File: config.mk
export PLATFORM = sky130hd
export DESIGN_NAME = sst_slave_tracker
export DESIGN_NICKNAME = d
export VERILOG_FILES = /design/src/sst_slave_tracker.v
export VERILOG_INCLUDE_DIRS = /design/src
export SDC_FILE = /design/constraint.sdc
export NUM_CORES = 1
export LEC_CHECK = 0
export BUFFER_PORTS_ARGS = -buffer_cell sky130_fd_sc_hd__buf_4
export CORE_UTILIZATION = 60
export DETAILED_ROUTE_END_ITERATION = 7
export PLACE_DENSITY = 0.82
export SYNTH_ARGS = -nofsm -noshare
export SYNTH_HDL_FRONTEND = slang
export SYNTH_SLANG_ARGS = --single-unit
File: constraint.sdc
create_clock -name clk_i -period 3.2 [get_ports clk_i]
set_input_delay 0.16 -clock clk_i [delete_from_list [all_inputs] [get_ports clk_i]]
set_output_delay 0.16 -clock clk_i [all_outputs]
set_load 0.01 [all_outputs]
File: src/sst_defines.vh
// sst_defines.vh: offsets, field positions, reset values and timing counts for the slave port tracker
// assumes a 100 MHz system clock and a 19.2k baud link of 11-bit characters
`ifndef SST_DEFINES_VH
`define SST_DEFINES_VH

// ----------------------------------------
// status table mirror offsets
// ----------------------------------------
`define SST_OFF_MSG_LO      16'h09c8
`define SST_OFF_MSG_HI      16'h09c9
`define SST_OFF_EVT_LO      16'h09ca
`define SST_OFF_EVT_HI      16'h09cb

// ----------------------------------------
// function codes, log byte fields
// ----------------------------------------
`define SST_FC_LOOPBACK     8'h08
`define SST_FC_EVLOG        8'h0c
`define SST_FC_ERR_BIT      7
`define SST_LOG_DIR_BIT     7
`define SST_LOG_ERR_BIT     1
`define SST_LOG_ADR_BIT     6
`define SST_CNT_RESET       16'h0000
`define SST_BUSY_ONES       16'hffff

// ----------------------------------------
// modes of the controller
// ----------------------------------------
`define SST_MODE_PROGRAM    2'h0
`define SST_MODE_DISABLE    2'h1
`define SST_MODE_RUNEDIT    2'h2

// ----------------------------------------
// access classes
// ----------------------------------------
`define SST_CLS_STATUS      2'h0
`define SST_CLS_IOREG       2'h1
`define SST_CLS_REALOUT     2'h2
`define SST_CLS_INTERNAL    2'h3

// ----------------------------------------
// timing: character time in us, cycles derived from it
// ----------------------------------------
`define SST_CLK_NS          10
`define SST_CHAR_NS         573
`define SST_CHAR_US         573
`define SST_CHAR_CYC        ((`SST_CHAR_US * 1000 + `SST_CLK_NS - 1) / `SST_CLK_NS)
`define SST_CRC_POLY        16'ha001

`endif

File: src/sst_slave_tracker.v
// sst_slave_tracker.v: exchange tracking, event log and line turnaround of the serial slave port
// assumes character strobes from a uart on clk_i, and slot grants from the controller scan engine
`timescale 1ns/100ps
`include "sst_defines.vh"

module sst_slave_tracker #(
	parameter [31:0] CHAR_CYC = `SST_CHAR_CYC
) (
	// clock and reset
	input  wire        clk_i,
	input  wire        rst_i,
	// serial receive side, from the uart
	input  wire        rx_char_i,
	input  wire [7:0]  rx_data_i,
	input  wire        rx_frm_err_i,
	input  wire        rx_par_err_i,
	input  wire        rx_ovr_err_i,
	input  wire        rx_addr_ok_i,
	input  wire        line_idle_i,
	// command decode, valid with the end of a message
	input  wire [7:0]  cmd_func_i,
	input  wire [1:0]  cmd_class_i,
	input  wire        cmd_write_i,
	input  wire        cmd_bad_i,
	input  wire        cmd_single_wr_i,
	input  wire        cmd_read_i,
	// scan engine slot and controller mode
	input  wire        scan_access_slot_i,
	input  wire        slot_done_i,
	input  wire        access_ok_i,
	input  wire [1:0]  ctl_mode_i,
	// status table fetch
	input  wire        status_fetch_operation_i,
	input  wire [15:0] status_addr_i,
	// transmit side
	input  wire        resp_last_i,
	input  wire        tx_char_done_i,
	// outputs
	output reg         rx_en_o,
	output reg         tx_en_o,
	output reg         rts_o,
	output reg         tx_start_o,
	output reg         slot_req_o,
	output reg         single_slot_o,
	output reg         access_ok_o,
	output reg  [7:0]  resp_func_o,
	output reg  [15:0] busy_word_o,
	output reg  [15:0] msg_cnt_o,
	output reg  [15:0] evt_cnt_o,
	output reg  [7:0]  status_data_o,
	output reg  [7:0]  log_data_o,
	output reg         log_valid_o,
	output reg  [15:0] crc_o
);

// ----------------------------------------
// states
// ----------------------------------------
localparam [6:0] ST_RX   = 7'h01;
localparam [6:0] ST_PROC = 7'h02;
localparam [6:0] ST_RTS  = 7'h04;
localparam [6:0] ST_TX   = 7'h08;
localparam [6:0] ST_TAIL = 7'h10;
localparam [6:0] ST_LOG  = 7'h20;
localparam [6:0] ST_WAIT = 7'h40;

reg  [6:0]  st_r;
reg  [31:0] tmr_r;
reg  [7:0]  mem [0:63];
reg  [5:0]  wr_ptr_r;
reg  [5:0]  rd_ptr_r;
reg  [6:0]  rd_cnt_r;
reg         msg_err_r;
reg         in_msg_r;
reg         rx_s1_r;
reg         rx_s2_r;
reg         idl_s1_r;
reg         idl_s2_r;
reg  [1:0]  slots_r;
reg         first_r;
integer     i;

// crc update for one byte, used for the receive check
function [15:0] crc_byte;
	input [15:0] c;
	input [7:0]  d;
	integer      k;
	reg   [15:0] t;
	begin
		t = c ^ {8'h00, d};
		for (k = 0; k < 8; k = k + 1) begin
			t = t[0] ? ((t >> 1) ^ `SST_CRC_POLY) : (t >> 1);
		end
		crc_byte = t;
	end
endfunction

// mode gate per access class
function allow;
	input [1:0] cls;
	input       wr;
	input [1:0] md;
	begin
		if (cls == `SST_CLS_STATUS || cls == `SST_CLS_INTERNAL) begin
			allow = 1'b1;
		end else if (cls == `SST_CLS_IOREG) begin
			allow = wr ? (md == `SST_MODE_RUNEDIT) : (md != `SST_MODE_PROGRAM);
		end else begin
			allow = wr & (md == `SST_MODE_RUNEDIT);
		end
	end
endfunction

wire [7:0] rx_log = {1'b0, ~rx_addr_ok_i, 4'h0,
	rx_frm_err_i | rx_par_err_i | rx_ovr_err_i, 1'b0};
wire       immed  = (cmd_func_i == `SST_FC_LOOPBACK) || (cmd_func_i == `SST_FC_EVLOG) || cmd_bad_i;
wire       ok_now = allow(cmd_class_i, cmd_write_i, ctl_mode_i);

// ----------------------------------------
// synchronise the character strobe and the raw line idle level
// ----------------------------------------
always @(posedge clk_i) begin
	if (rst_i) begin
		rx_s1_r  <= 1'b0;
		rx_s2_r  <= 1'b0;
		idl_s1_r <= 1'b1;
		idl_s2_r <= 1'b1;
	end else begin
		rx_s1_r  <= rx_char_i;
		rx_s2_r  <= rx_s1_r;
		idl_s1_r <= line_idle_i;
		idl_s2_r <= idl_s1_r;
	end
end

// ----------------------------------------
// main sequencer
// ----------------------------------------
always @(posedge clk_i) begin
	if (rst_i) begin
		st_r <= ST_RX;
		tmr_r <= 32'h0000_0000;
		wr_ptr_r <= 6'h00;
		rd_ptr_r <= 6'h00;
		rd_cnt_r <= 7'h00;
		msg_err_r <= 1'b0;
		in_msg_r <= 1'b0;
		slots_r <= 2'h0;
		first_r <= 1'b0;
		rx_en_o <= 1'b1;
		tx_en_o <= 1'b0;
		rts_o <= 1'b0;
		tx_start_o <= 1'b0;
		slot_req_o <= 1'b0;
		single_slot_o <= 1'b0;
		access_ok_o <= 1'b0;
		resp_func_o <= 8'h00;
		busy_word_o <= `SST_CNT_RESET;
		msg_cnt_o <= `SST_CNT_RESET;
		evt_cnt_o <= `SST_CNT_RESET;
		status_data_o <= 8'h00;
		log_data_o <= 8'h00;
		log_valid_o <= 1'b0;
		crc_o <= `SST_BUSY_ONES;
		for (i = 0; i < 64; i = i + 1) begin
			mem[i] <= 8'h00;
		end
	end else begin
		tx_start_o  <= 1'b0;
		log_valid_o <= 1'b0;
		// status table mirror, low byte first
		if (status_fetch_operation_i) begin
			if (status_addr_i == `SST_OFF_MSG_LO) begin
				status_data_o <= msg_cnt_o[7:0];
			end else if (status_addr_i == `SST_OFF_MSG_HI) begin
				status_data_o <= msg_cnt_o[15:8];
			end else if (status_addr_i == `SST_OFF_EVT_LO) begin
				status_data_o <= evt_cnt_o[7:0];
			end else if (status_addr_i == `SST_OFF_EVT_HI) begin
				status_data_o <= evt_cnt_o[15:8];
			end else begin
				status_data_o <= 8'h00;
			end
		end
		// transmit characters go to the log as well
		if (tx_char_done_i && st_r == ST_TX) begin
			mem[wr_ptr_r] <= 8'h80 >> (7 - `SST_LOG_DIR_BIT);
			wr_ptr_r <= wr_ptr_r + 6'h01;
		end
		case (st_r)
		ST_RX: begin
			if (rx_s2_r && rx_en_o) begin
				mem[wr_ptr_r] <= rx_log;
				wr_ptr_r <= wr_ptr_r + 6'h01;
				crc_o <= crc_byte(in_msg_r ? crc_o : `SST_BUSY_ONES, rx_data_i);
				msg_err_r <= (in_msg_r & msg_err_r) | ~rx_addr_ok_i | rx_frm_err_i | rx_par_err_i | rx_ovr_err_i;
				in_msg_r <= 1'b1;
				tmr_r <= 32'h0000_0000;
			end else if (in_msg_r && idl_s2_r) begin
				// a gap past three characters closes the message
				if (tmr_r >= 3 * CHAR_CYC) begin
					in_msg_r <= 1'b0;
					rx_en_o <= 1'b0;
					if (!msg_err_r && crc_o == 16'h0000) begin
						msg_cnt_o <= msg_cnt_o + 16'h0001;
						single_slot_o <= immed;
						slots_r <= immed ? 2'h0 : 2'h2;
						slot_req_o <= 1'b1;
						st_r <= ST_PROC;
					end else begin
						// crc, address or character error: no reply, host times out
						rx_en_o <= 1'b1;
					end
				end else begin
					tmr_r <= tmr_r + 32'h0000_0001;
				end
			end
		end
		ST_PROC: begin
			if (scan_access_slot_i) begin
				busy_word_o <= `SST_BUSY_ONES;
				first_r <= 1'b1;
				access_ok_o <= ok_now & ~cmd_bad_i;
				st_r <= ST_WAIT;
			end
		end
		ST_WAIT: begin
			if (slot_done_i) begin
				busy_word_o <= `SST_CNT_RESET;
				if (slots_r == 2'h0) begin
					slot_req_o <= 1'b0;
					if (cmd_bad_i || !access_ok_o) begin
						resp_func_o <= cmd_func_i | (8'h01 << `SST_FC_ERR_BIT);
					end else begin
						resp_func_o <= cmd_func_i;
						if (access_ok_i && (cmd_read_i || cmd_single_wr_i)) begin
							evt_cnt_o <= evt_cnt_o + 16'h0001;
						end
					end
					rts_o <= 1'b1;
					tmr_r <= 32'h0000_0000;
					st_r <= ST_RTS;
				end else begin
					slots_r <= slots_r - 2'h1;
					st_r <= ST_PROC;
				end
			end
		end
		ST_RTS: begin
			if (tmr_r >= CHAR_CYC - 1) begin
				tx_en_o <= 1'b1;
				tmr_r <= 32'h0000_0000;
				rd_ptr_r <= wr_ptr_r - 6'h01;
				rd_cnt_r <= 7'h00;
				if (cmd_func_i == `SST_FC_EVLOG && !cmd_bad_i) begin
					st_r <= ST_LOG;
				end else begin
					tx_start_o <= 1'b1;
					st_r <= ST_TX;
				end
			end else begin
				tmr_r <= tmr_r + 32'h0000_0001;
			end
		end
		ST_LOG: begin
			// one entry a cycle to the response builder, newest first
			log_data_o <= mem[rd_ptr_r];
			log_valid_o <= 1'b1;
			rd_ptr_r <= rd_ptr_r - 6'h01;
			rd_cnt_r <= rd_cnt_r + 7'h01;
			if (rd_cnt_r == 7'h3f) begin
				tx_start_o <= 1'b1;
				st_r <= ST_TX;
			end
		end
		ST_TX: begin
			if (tx_char_done_i && resp_last_i) begin
				tmr_r <= 32'h0000_0000;
				st_r <= ST_TAIL;
			end
		end
		ST_TAIL: begin
			if (tmr_r >= 4 * CHAR_CYC - 1) begin
				tx_en_o <= 1'b0;
				rts_o <= 1'b0;
				rx_en_o <= 1'b1;
				first_r <= 1'b0;
				st_r <= ST_RX;
			end else begin
				tmr_r <= tmr_r + 32'h0000_0001;
			end
		end
		default: st_r <= ST_RX;
		endcase
	end
end

endmodule

Yosys cells after proc, flatten, opt, wreduce, memory -nomap -nowiden

Memories as Yosys holds them, arrays and structs flattened. A register that Yosys moved wholly into a read port is not among the register bits.
Cells that the tools add are included.
Widths: inputs -> output; s select.

Register bits after elaboration: 162
Bits in writable memories: 192
Output and inout bits: 96
Word-level logic and storage cells: 235
Memories kept: 1

Memories:

| name | depth | width | rd ports | clocked after memory_dff | wr ports | line                   | RTL |
|---|---|---|---|---|---|---|---|
| mem  | 64    | 3     | 1        | 1                        | 64       | sst_slave_tracker.v:69 | `reg [7:0] mem [0:63];` |

Add/subtract/negate cells: 8
$lt $le $gt $ge: 3
Equal/unequal tests: 32
Multiplexer cells: 97
Bitwise operators: 23
Reductions and logical operators: 44

Operator list:

| kind                  | count |
|---|---|
| $mux 32               | 8 |
| $mux 16               | 11 |
| $pmux 32 s5           | 1 |
| $mux 7                | 11 |
| $eq 16x12->1 const B  | 4 |
| $ge 32x18->1 const B  | 2 |
| $pmux 7 s7            | 1 |
| $mux 8                | 5 |
| $mux 6                | 6 |
| $mux 1                | 35 |
| $add 16x1->16 const B | 2 |
| $add 32x1->32 const B | 1 |
| $ge 32x16->1 const B  | 1 |
| $pmux 16 s2           | 1 |
| $ne 2x2->1 const B    | 12 |
| $not 2->3             | 8 |
| $reduce_and 7->1      | 3 |
| $reduce_bool 2->1     | 9 |
| $eq 8x4->1 const B    | 2 |
| $logic_not 16->1      | 1 |
| $xor 16x8->16         | 1 |
| $reduce_and 5->1      | 3 |
| $eq 7x6->1 const B    | 2 |
| $mux 2                | 7 |
| 32 further kinds      | 70 |

Logic depth before layout (Yosys ltp)

Gate-level depths: netlist of run 1.

Word-level depth: 18
Mapped depth: 11
Depth with buffers taken out: 8

Worst setup path after synthesis of run 1

No wires, ideal clock.

Kind: flip-flop to flip-flop
Start point: reg st_r[4]
End point: mem mem[46][0] (netlist name) (enable)
Library setup time: 344 ps
Arrival: 2531 ps
Required time: 2856 ps
Slack: 324 ps
Cell stages (with the launch flop): 11
Buffers on the path: 4
Path through: dfxtp_1 > buf_6 > or3_1 > buf_6 > nor4_2 > or2_2 > clkbuf_1 > and2_1 > clkbuf_1 > nand3_1 > o21ai_0

RTL lines:

| item                   | line                    | RTL |
|---|---|---|
| from (decl)            | sst_slave_tracker.v:67  | `reg [6:0] st_r;` |
| from (signal assigned) | sst_slave_tracker.v:141 | `st_r <= ST_RX;` |
| from (signal assigned) | sst_slave_tracker.v:209 | `st_r <= ST_PROC;` |
| from (signal assigned) | sst_slave_tracker.v:224 | `st_r <= ST_WAIT;` |
| to (decl)              | sst_slave_tracker.v:69  |  |

==> metrics, run 1 <==
Area growth, synth to finish=16.4%; endpoints failing hold=0; area of the multi-input gates=7200 sq um; peak supply drop=0.000420 V; Design Area, Final=19200 sq um; Die ar.=28100 sq um; drt first pass iters=6; FF-to-FF End=mem[40][2]; Placer Congestion=0.894; fin crit period=3100 ps; first-pass GRT wire length=68200 um; routed vias=13300; Max transition margin=42.4%; Worst Max-Slew Pin Slew=853 ps; num ports=150; Primary FF master, synth=edfxtp_1; initial antenna violation count=0; H-tree depth=2; Initial Util=61.1%; Synth Area per Inst=10.4 sq um; reg2reg setup slack=100 ps; met1 usage=42.0%; Worst Setup Path Type=reg -> reg; Synth async-reset ratio=0%; CP Launch Point=st_r[4]; Wirelength per Cell=20.7 um; number of placement rows=60; GRT Total Usage=31.0%; final WL=43200 um; Detail Placement HPWL=29800 um; routing usage on met2=50.0%; part of the cycle the worst path needs=97.0%; number of synthesized flops with an enable pin=192; diode count=0; area leader, netlist=edfxtp_1; CTS buffer count=36; MaxCap Viol Count=0; Leak=0.00666 uW; r2r worst-path depth=6; die width=168 um; RSZ-0062 raised after global routing=true; later-pin clock latency in the skew report=530 ps; sequential-to-total area share from yosys stat=52.3%; top-count cell post-synth=nor2_1; worst reg2reg path startpoint=st_r[4]; Fmax achieved=0.322 GHz; Root Buffer=clkbuf_16; max-slew violations=0; worst path arrival time=3270 ps; Post-Syn Instances=1585; setup violators final=0; Netlist cell types=80; vias in the first global route=12500; FILL cells=1839; DRC=0; Synth area leaders=edfxtp_1, dfxtp_1, mux4_2, nor2_1, nand2_1; crit end category=flop; clock sink count=334; met3 Usage GRT=5.86%; status=finished, final reports clean; area post-placement=17900 sq um; Seq. cell area=8610 sq um; Mapped Area=16500 sq um; Final Net Count=1784; worst-path maximum fanout=15; share of layout cells above drive strength 1=20.0%; GR peak layer=met2; overflow left after global routing=0; crit path launch type=flop; clock tree from TritonCTS=yes; clk slew on worst S/H paths=60 ps; initial DRC count=1360; CTS Buffer Depth=3; flip-flop and latch count after synthesis=334; post-route ant nets=0; core area=27000 sq um; Hold Crit Class=in -> reg; Vias/cell=6.39; Synth top area share=35.0%; Setup Buffers After CTS=0; top cells by count, synth=nor2_1, edfxtp_1, nand2_1, dfxtp_1, clkbuf_1; total chip power=9230 uW; largest net degree at the start of global routing=63; setup_tns=0 ps; Critical Path RT=3370 ps; Critical Path Sink=mem[40][2]; hold_ws=29.6 ps; pwr dens=482 nW/um^2; Die H=168 um; synth warn=0; Port Buf Inserts=144; final clock skew=28.4 ps
-- cells in the final DEF (no fill, tap or decap), types with 10 or more instances in the layout --
cell type and n:
or3_1 19, xnor2_1 26, nor2_1 271, inv_1 29
nand2b_1 17, clkbuf_16 37, buf_4 200, dlygate4sd3_1 15
mux4_2 60, a211oi_1 15, and2_1 13, nor2b_1 16
or4_1 14, nand3_1 42, nand4_1 19, nor4_1 16
a31oi_1 13, xor2_1 22, nor3_1 36, o211ai_1 15
edfxtp_1 192, nand2_1 166, and3_1 15, a21oi_1 70
mux2_2 10, dfxtp_1 140, a21o_1 17, o21ai_0 57
nand3b_1 10
-- per-layer routing --
metal  wire length (um)  vias up
met1              17600     6465
li1                   -     6036
met5                  0        -
met2              20500      724
met4               1250        0
met3               3920      110
-- cell families (layout without fill, tap and decap cells) --
| logic type | count (synthesis) | count (layout) | synth area share, % |
|---|---|---|---|
| fa+ha+maj | 9 | 9 | 0.684 |
| buf+inv | 152 | 309 | 4.16 |
| other cells | 1 | 5 | 0.0228 |
| mux | 79 | 79 | 9.44 |
| compound gates | 254 | 254 | 10.0 |
| xor+xnor | 51 | 51 | 2.96 |
| simple gates | 705 | 705 | 20.5 |
| flops | 334 | 334 | 52.3 |
-- sequential cells by signal (all words and copies together) (netlist names), 2 cells and up --
signal	count
msg_cnt_o	16
rd_ptr_r	6
resp_func_o	8
wr_ptr_r	6
crc_o	16
status_data_o	8
evt_cnt_o	16
tmr_r	32
mem	192
slots_r	2
log_data_o	3
st_r	7
rd_cnt_r	7
-- cell type report --
| cell class | count | share of cell area [%] |
|---|---|---|
| Clock inverter | 15 | 0.692 |
| Tap cell | 341 | 2.23 |
| Inverter | 30 | 0.587 |
| Timing Repair Buffer | 216 | 8.72 |
| Clock buffer | 48 | 5.31 |
| Multi-Input combinational cell | 1103 | 37.5 |
| Sequential cell | 334 | 44.9 |
-- stage by stage --
| step | worst slack (ps) | std cells | utilization (%) |
|---|---|---|---|
| final | 97.5 | 2087 | 71.1 |
| after global routing | -62.5 | 2087 | 71.1 |
| after CTS | 91.7 | 2087 | 71.1 |
| after detailed placement | 116 | 2009 | 66.3 |
| after global placement | 268 | 2009 | 66.3 |
| after floorplan | 324 | 1589 | - |
-- report_power, final --
group | internal [uW] | switching (uW) | leakage [uW]
logic | 211 | 255 | 0.00308
registers | 4660 | 59.1 | 0.00301
clock network | 2390 | 1660 | 0.000566
total | 7260 | 1970 | 0.00666
-- worst min-delay path by stage --
| stage | from | cells after the start | endpoint |
|---|---|---|---|
| after global placement | line_idle_i | 2 | idl_s1_r |
| after floorplan | line_idle_i | 1 | idl_s1_r |
| after global routing | resp_last_i | 4 | st_r[3] |
| after CTS | slot_done_i | 4 | st_r[6] |
| final | slot_done_i | 4 | st_r[6] |
| after detailed placement | line_idle_i | 2 | idl_s1_r |
-- worst max-delay path, stage by stage, from the launching register on --
cell,delay [ps]
dfxtp_1,380
or3_1,550
nor4_1,380
or2_2,250
and2_1,250
nand2_1,410
o21ai_0,540
-- repair_timing --
| action | CTS | global route |
|---|---|---|
| gates resized for setup | 0 | 3 |
| endpoints found under the setup margin | 0 | 18 |
| hold buffers | 15 | 0 |
| endpoints found under the hold margin | 17 | 0 |
(Power assumes the default switching activity.)
==> run 2: changes to the inputs <==
--- a/config.mk
+++ b/config.mk
@@ -9,7 +9,7 @@
 export BUFFER_PORTS_ARGS = -buffer_cell sky130_fd_sc_hd__buf_4
 export CORE_UTILIZATION = 60
 export DETAILED_ROUTE_END_ITERATION = 7
-export PLACE_DENSITY = 0.82
+export PLACE_DENSITY = 0.89
 export SYNTH_ARGS = -nofsm -noshare
 export SYNTH_HDL_FRONTEND = slang
 export SYNTH_SLANG_ARGS = --single-unit
==> run 2 against run 1 <==
- hold slack worse by 11 ps
- via count rose by 2.4%
- design area decreased by 0.16%
- setup slack improved by 27 ps
- clock-buffer cell count increased by 1
- critical endpoint is now mem[2][0]
- wire length grew 1.7%
- clock skew fell by 8.7 ps
- sequential cell count is the same
- critical path type unchanged
- core utilization down 0.11 points
==> metrics, run 2 (synthesis results as in run 1) <==
num ports=150 (unchanged); worst-path maximum fanout=13 (-2); Wirelength per Cell=21.1 um (+1.9%); hold depth=4 (unchanged); Leak=0.00661 uW (-0.62%); Final Net Count=1778 (-0.34%); Biggest register=mem; setup violators final=0 (unchanged); H-tree depth=2 (unchanged); commonest cells after routing, fill and taps aside=nor2_1, buf_4, edfxtp_1; core area=27000 sq um (unchanged); routed vias=13700 (+2.4%); DRC=0 (unchanged); vias in the first global route=13000 (+3.9%); Clock power frac=43.5% (-0.4 points); crit end category=flop; Max transition margin=31.0% (-11 points); WHS Endpoint=resp_func_o[7]; crit path launch type=flop; P_sw=1960 uW (-0.58%); most common cell after layout, fill and taps aside=nor2_1; initial antenna violation count=0 (unchanged); final clock skew=19.7 ps (-8.69 ps); max-slew violations=0 (unchanged); peak supply drop=0.000403 V (-3.9%); MaxCap Viol Count=0 (unchanged); CTS Buffer Depth=3 (unchanged); Worst Setup Path Type=reg -> reg; Critical Path RT=3550 ps (+180 ps); RSZ-0062 raised after global routing=false; Root Buffer=clkbuf_16; Initial Util=61.1% (unchanged); drt first pass iters=6 (unchanged); die width=168 um (unchanged); number of placement rows=60 (unchanged); Seq pwr share=51.4% (+0.3 points); r2r worst-path depth=8 (+2); clock tree from TritonCTS=yes; Hold Crit Start=cmd_func_i[7]; post-route ant nets=0 (unchanged); share of layout cells above drive strength 1=19.8% (-0.22 points); Die H=168 um (unchanged); reg2reg setup slack=120 ps (+30 ps); total chip power=9180 uW (-0.53%); later-pin clock latency in the skew report=510 ps (-20 ps); Detail Placement HPWL=29800 um (-0.22%); status=finished, final reports clean; part of the cycle the worst path needs=96.1% (-0.83 points); Largest register FFs=192 (unchanged); clk slew on worst S/H paths=60 ps (about the same); FF-to-FF End=mem[2][0]; GRT Total Usage=31.4% (+0.33 points); worst reg2reg path startpoint=st_r[4]; final WL=43900 um (+1.7%); Vias/cell=6.56 (+2.6%); Area growth, synth to finish=16.2%; Setup Buffers After CTS=0 (unchanged); fin crit period=3080 ps (-26.6 ps); Worst Max-Slew Pin Slew=1030 ps (+181 ps); Port Buf Inserts=144 (unchanged); largest net degree at the start of global routing=83 (+32%); pwr dens=480 nW/um^2 (-0.38%); Placer Congestion=0.888 (-0.60%); biggest regs=mem: 192 flops, tmr_r: 32 flops; CTS buffer count=34 (-5.6%); switching share of power=21.3% (about the same); initial DRC count=1738 (+28%); Hold Crit Class=in -> reg; setup_tns=0 ps (unchanged); overflow left after global routing=0 (unchanged); Fmax achieved=0.325 GHz (+0.87%); first-pass GRT wire length=69400 um (+1.7%); internal power=7230 uW (-0.52%); Die ar.=28100 sq um (unchanged); worst path arrival time=3420 ps (+150 ps); clock sink count=334 (unchanged); endpoints failing hold=0 (unchanged); Comb pwr share=5.1% (about the same)
run 2: repair_timing:
| item | CTS | global route |
|---|---|---|
| gates resized for setup | 0 | 10 |
| setup endpoints to repair | 0 | 38 |
| endpoints found under the hold margin | 16 | 0 |
| hold buffers | 14 | 0 |
run 2: worst max path at each step:
stage	from	to	slack, ps	depth (start not counted)
after floorplan	st_r[4]	mem[46][0]	320	10
after global placement	st_r[4]	tmr_r[18]	350	7
after detailed placement	st_r[4]	mem[42][1]	210	6
after CTS	st_r[4]	mem[39][0]	140	6
after global routing	st_r[4]	mem[52][2]	20	6
final	st_r[4]	mem[2][0]	120	8
run 2: final cells by class:
cell class / count / area [sq um]
Clock buffer: 49 / 968
Sequential cell: 334 / 8610
Multi-Input combinational cell: 1103 / 7210
Clock inverter: 12 / 143
Inverter: 30 / 113
Fill cell: 1752 / 7810
Timing Repair Buffer: 212 / 1660
Tap cell: 341 / 427
Antenna cell: 1 / 2.50
run 2: worst max-delay path, cell delays in order (launching register included):
cell     delay [ps]
dfxtp_1         370
or3_1           550
nor4_2          370
buf_4           260
nand2_1         390
nor2_1          240
buf_4           240
nand2_1         220
nor2_1          260
run 2: per-layer routing:
layer	share of wire [%]	track usage [%]
met1	38	41.8
met2	47	50.0
met3	11	5.93
met4	4.2	14.5
met5	0	0
run 2: power by group through the flow:
stage                     Clock, uW  Combinational [uW]  Sequential [uW]
after floorplan                   0                 293             4780
after detailed placement          0                 443             4810
after global placement            0                 428             4800
after global routing           4150                 501             4730
final                          3990                 468             4720
after CTS                      3990                 462             4720
run 2: metrics by stage:
stage,hold WS [ps],area (sq um),setup WS (ps),util [%],instances
after floorplan,264,16500,324,-,1589
after global placement,350,17900,347,66.3,2006
after detailed placement,350,17900,206,66.3,2006
after CTS,10.8,19100,137,71.0,2081
after global routing,45.7,19100,15.6,71.0,2081
final,19.0,19100,124,71.0,2082
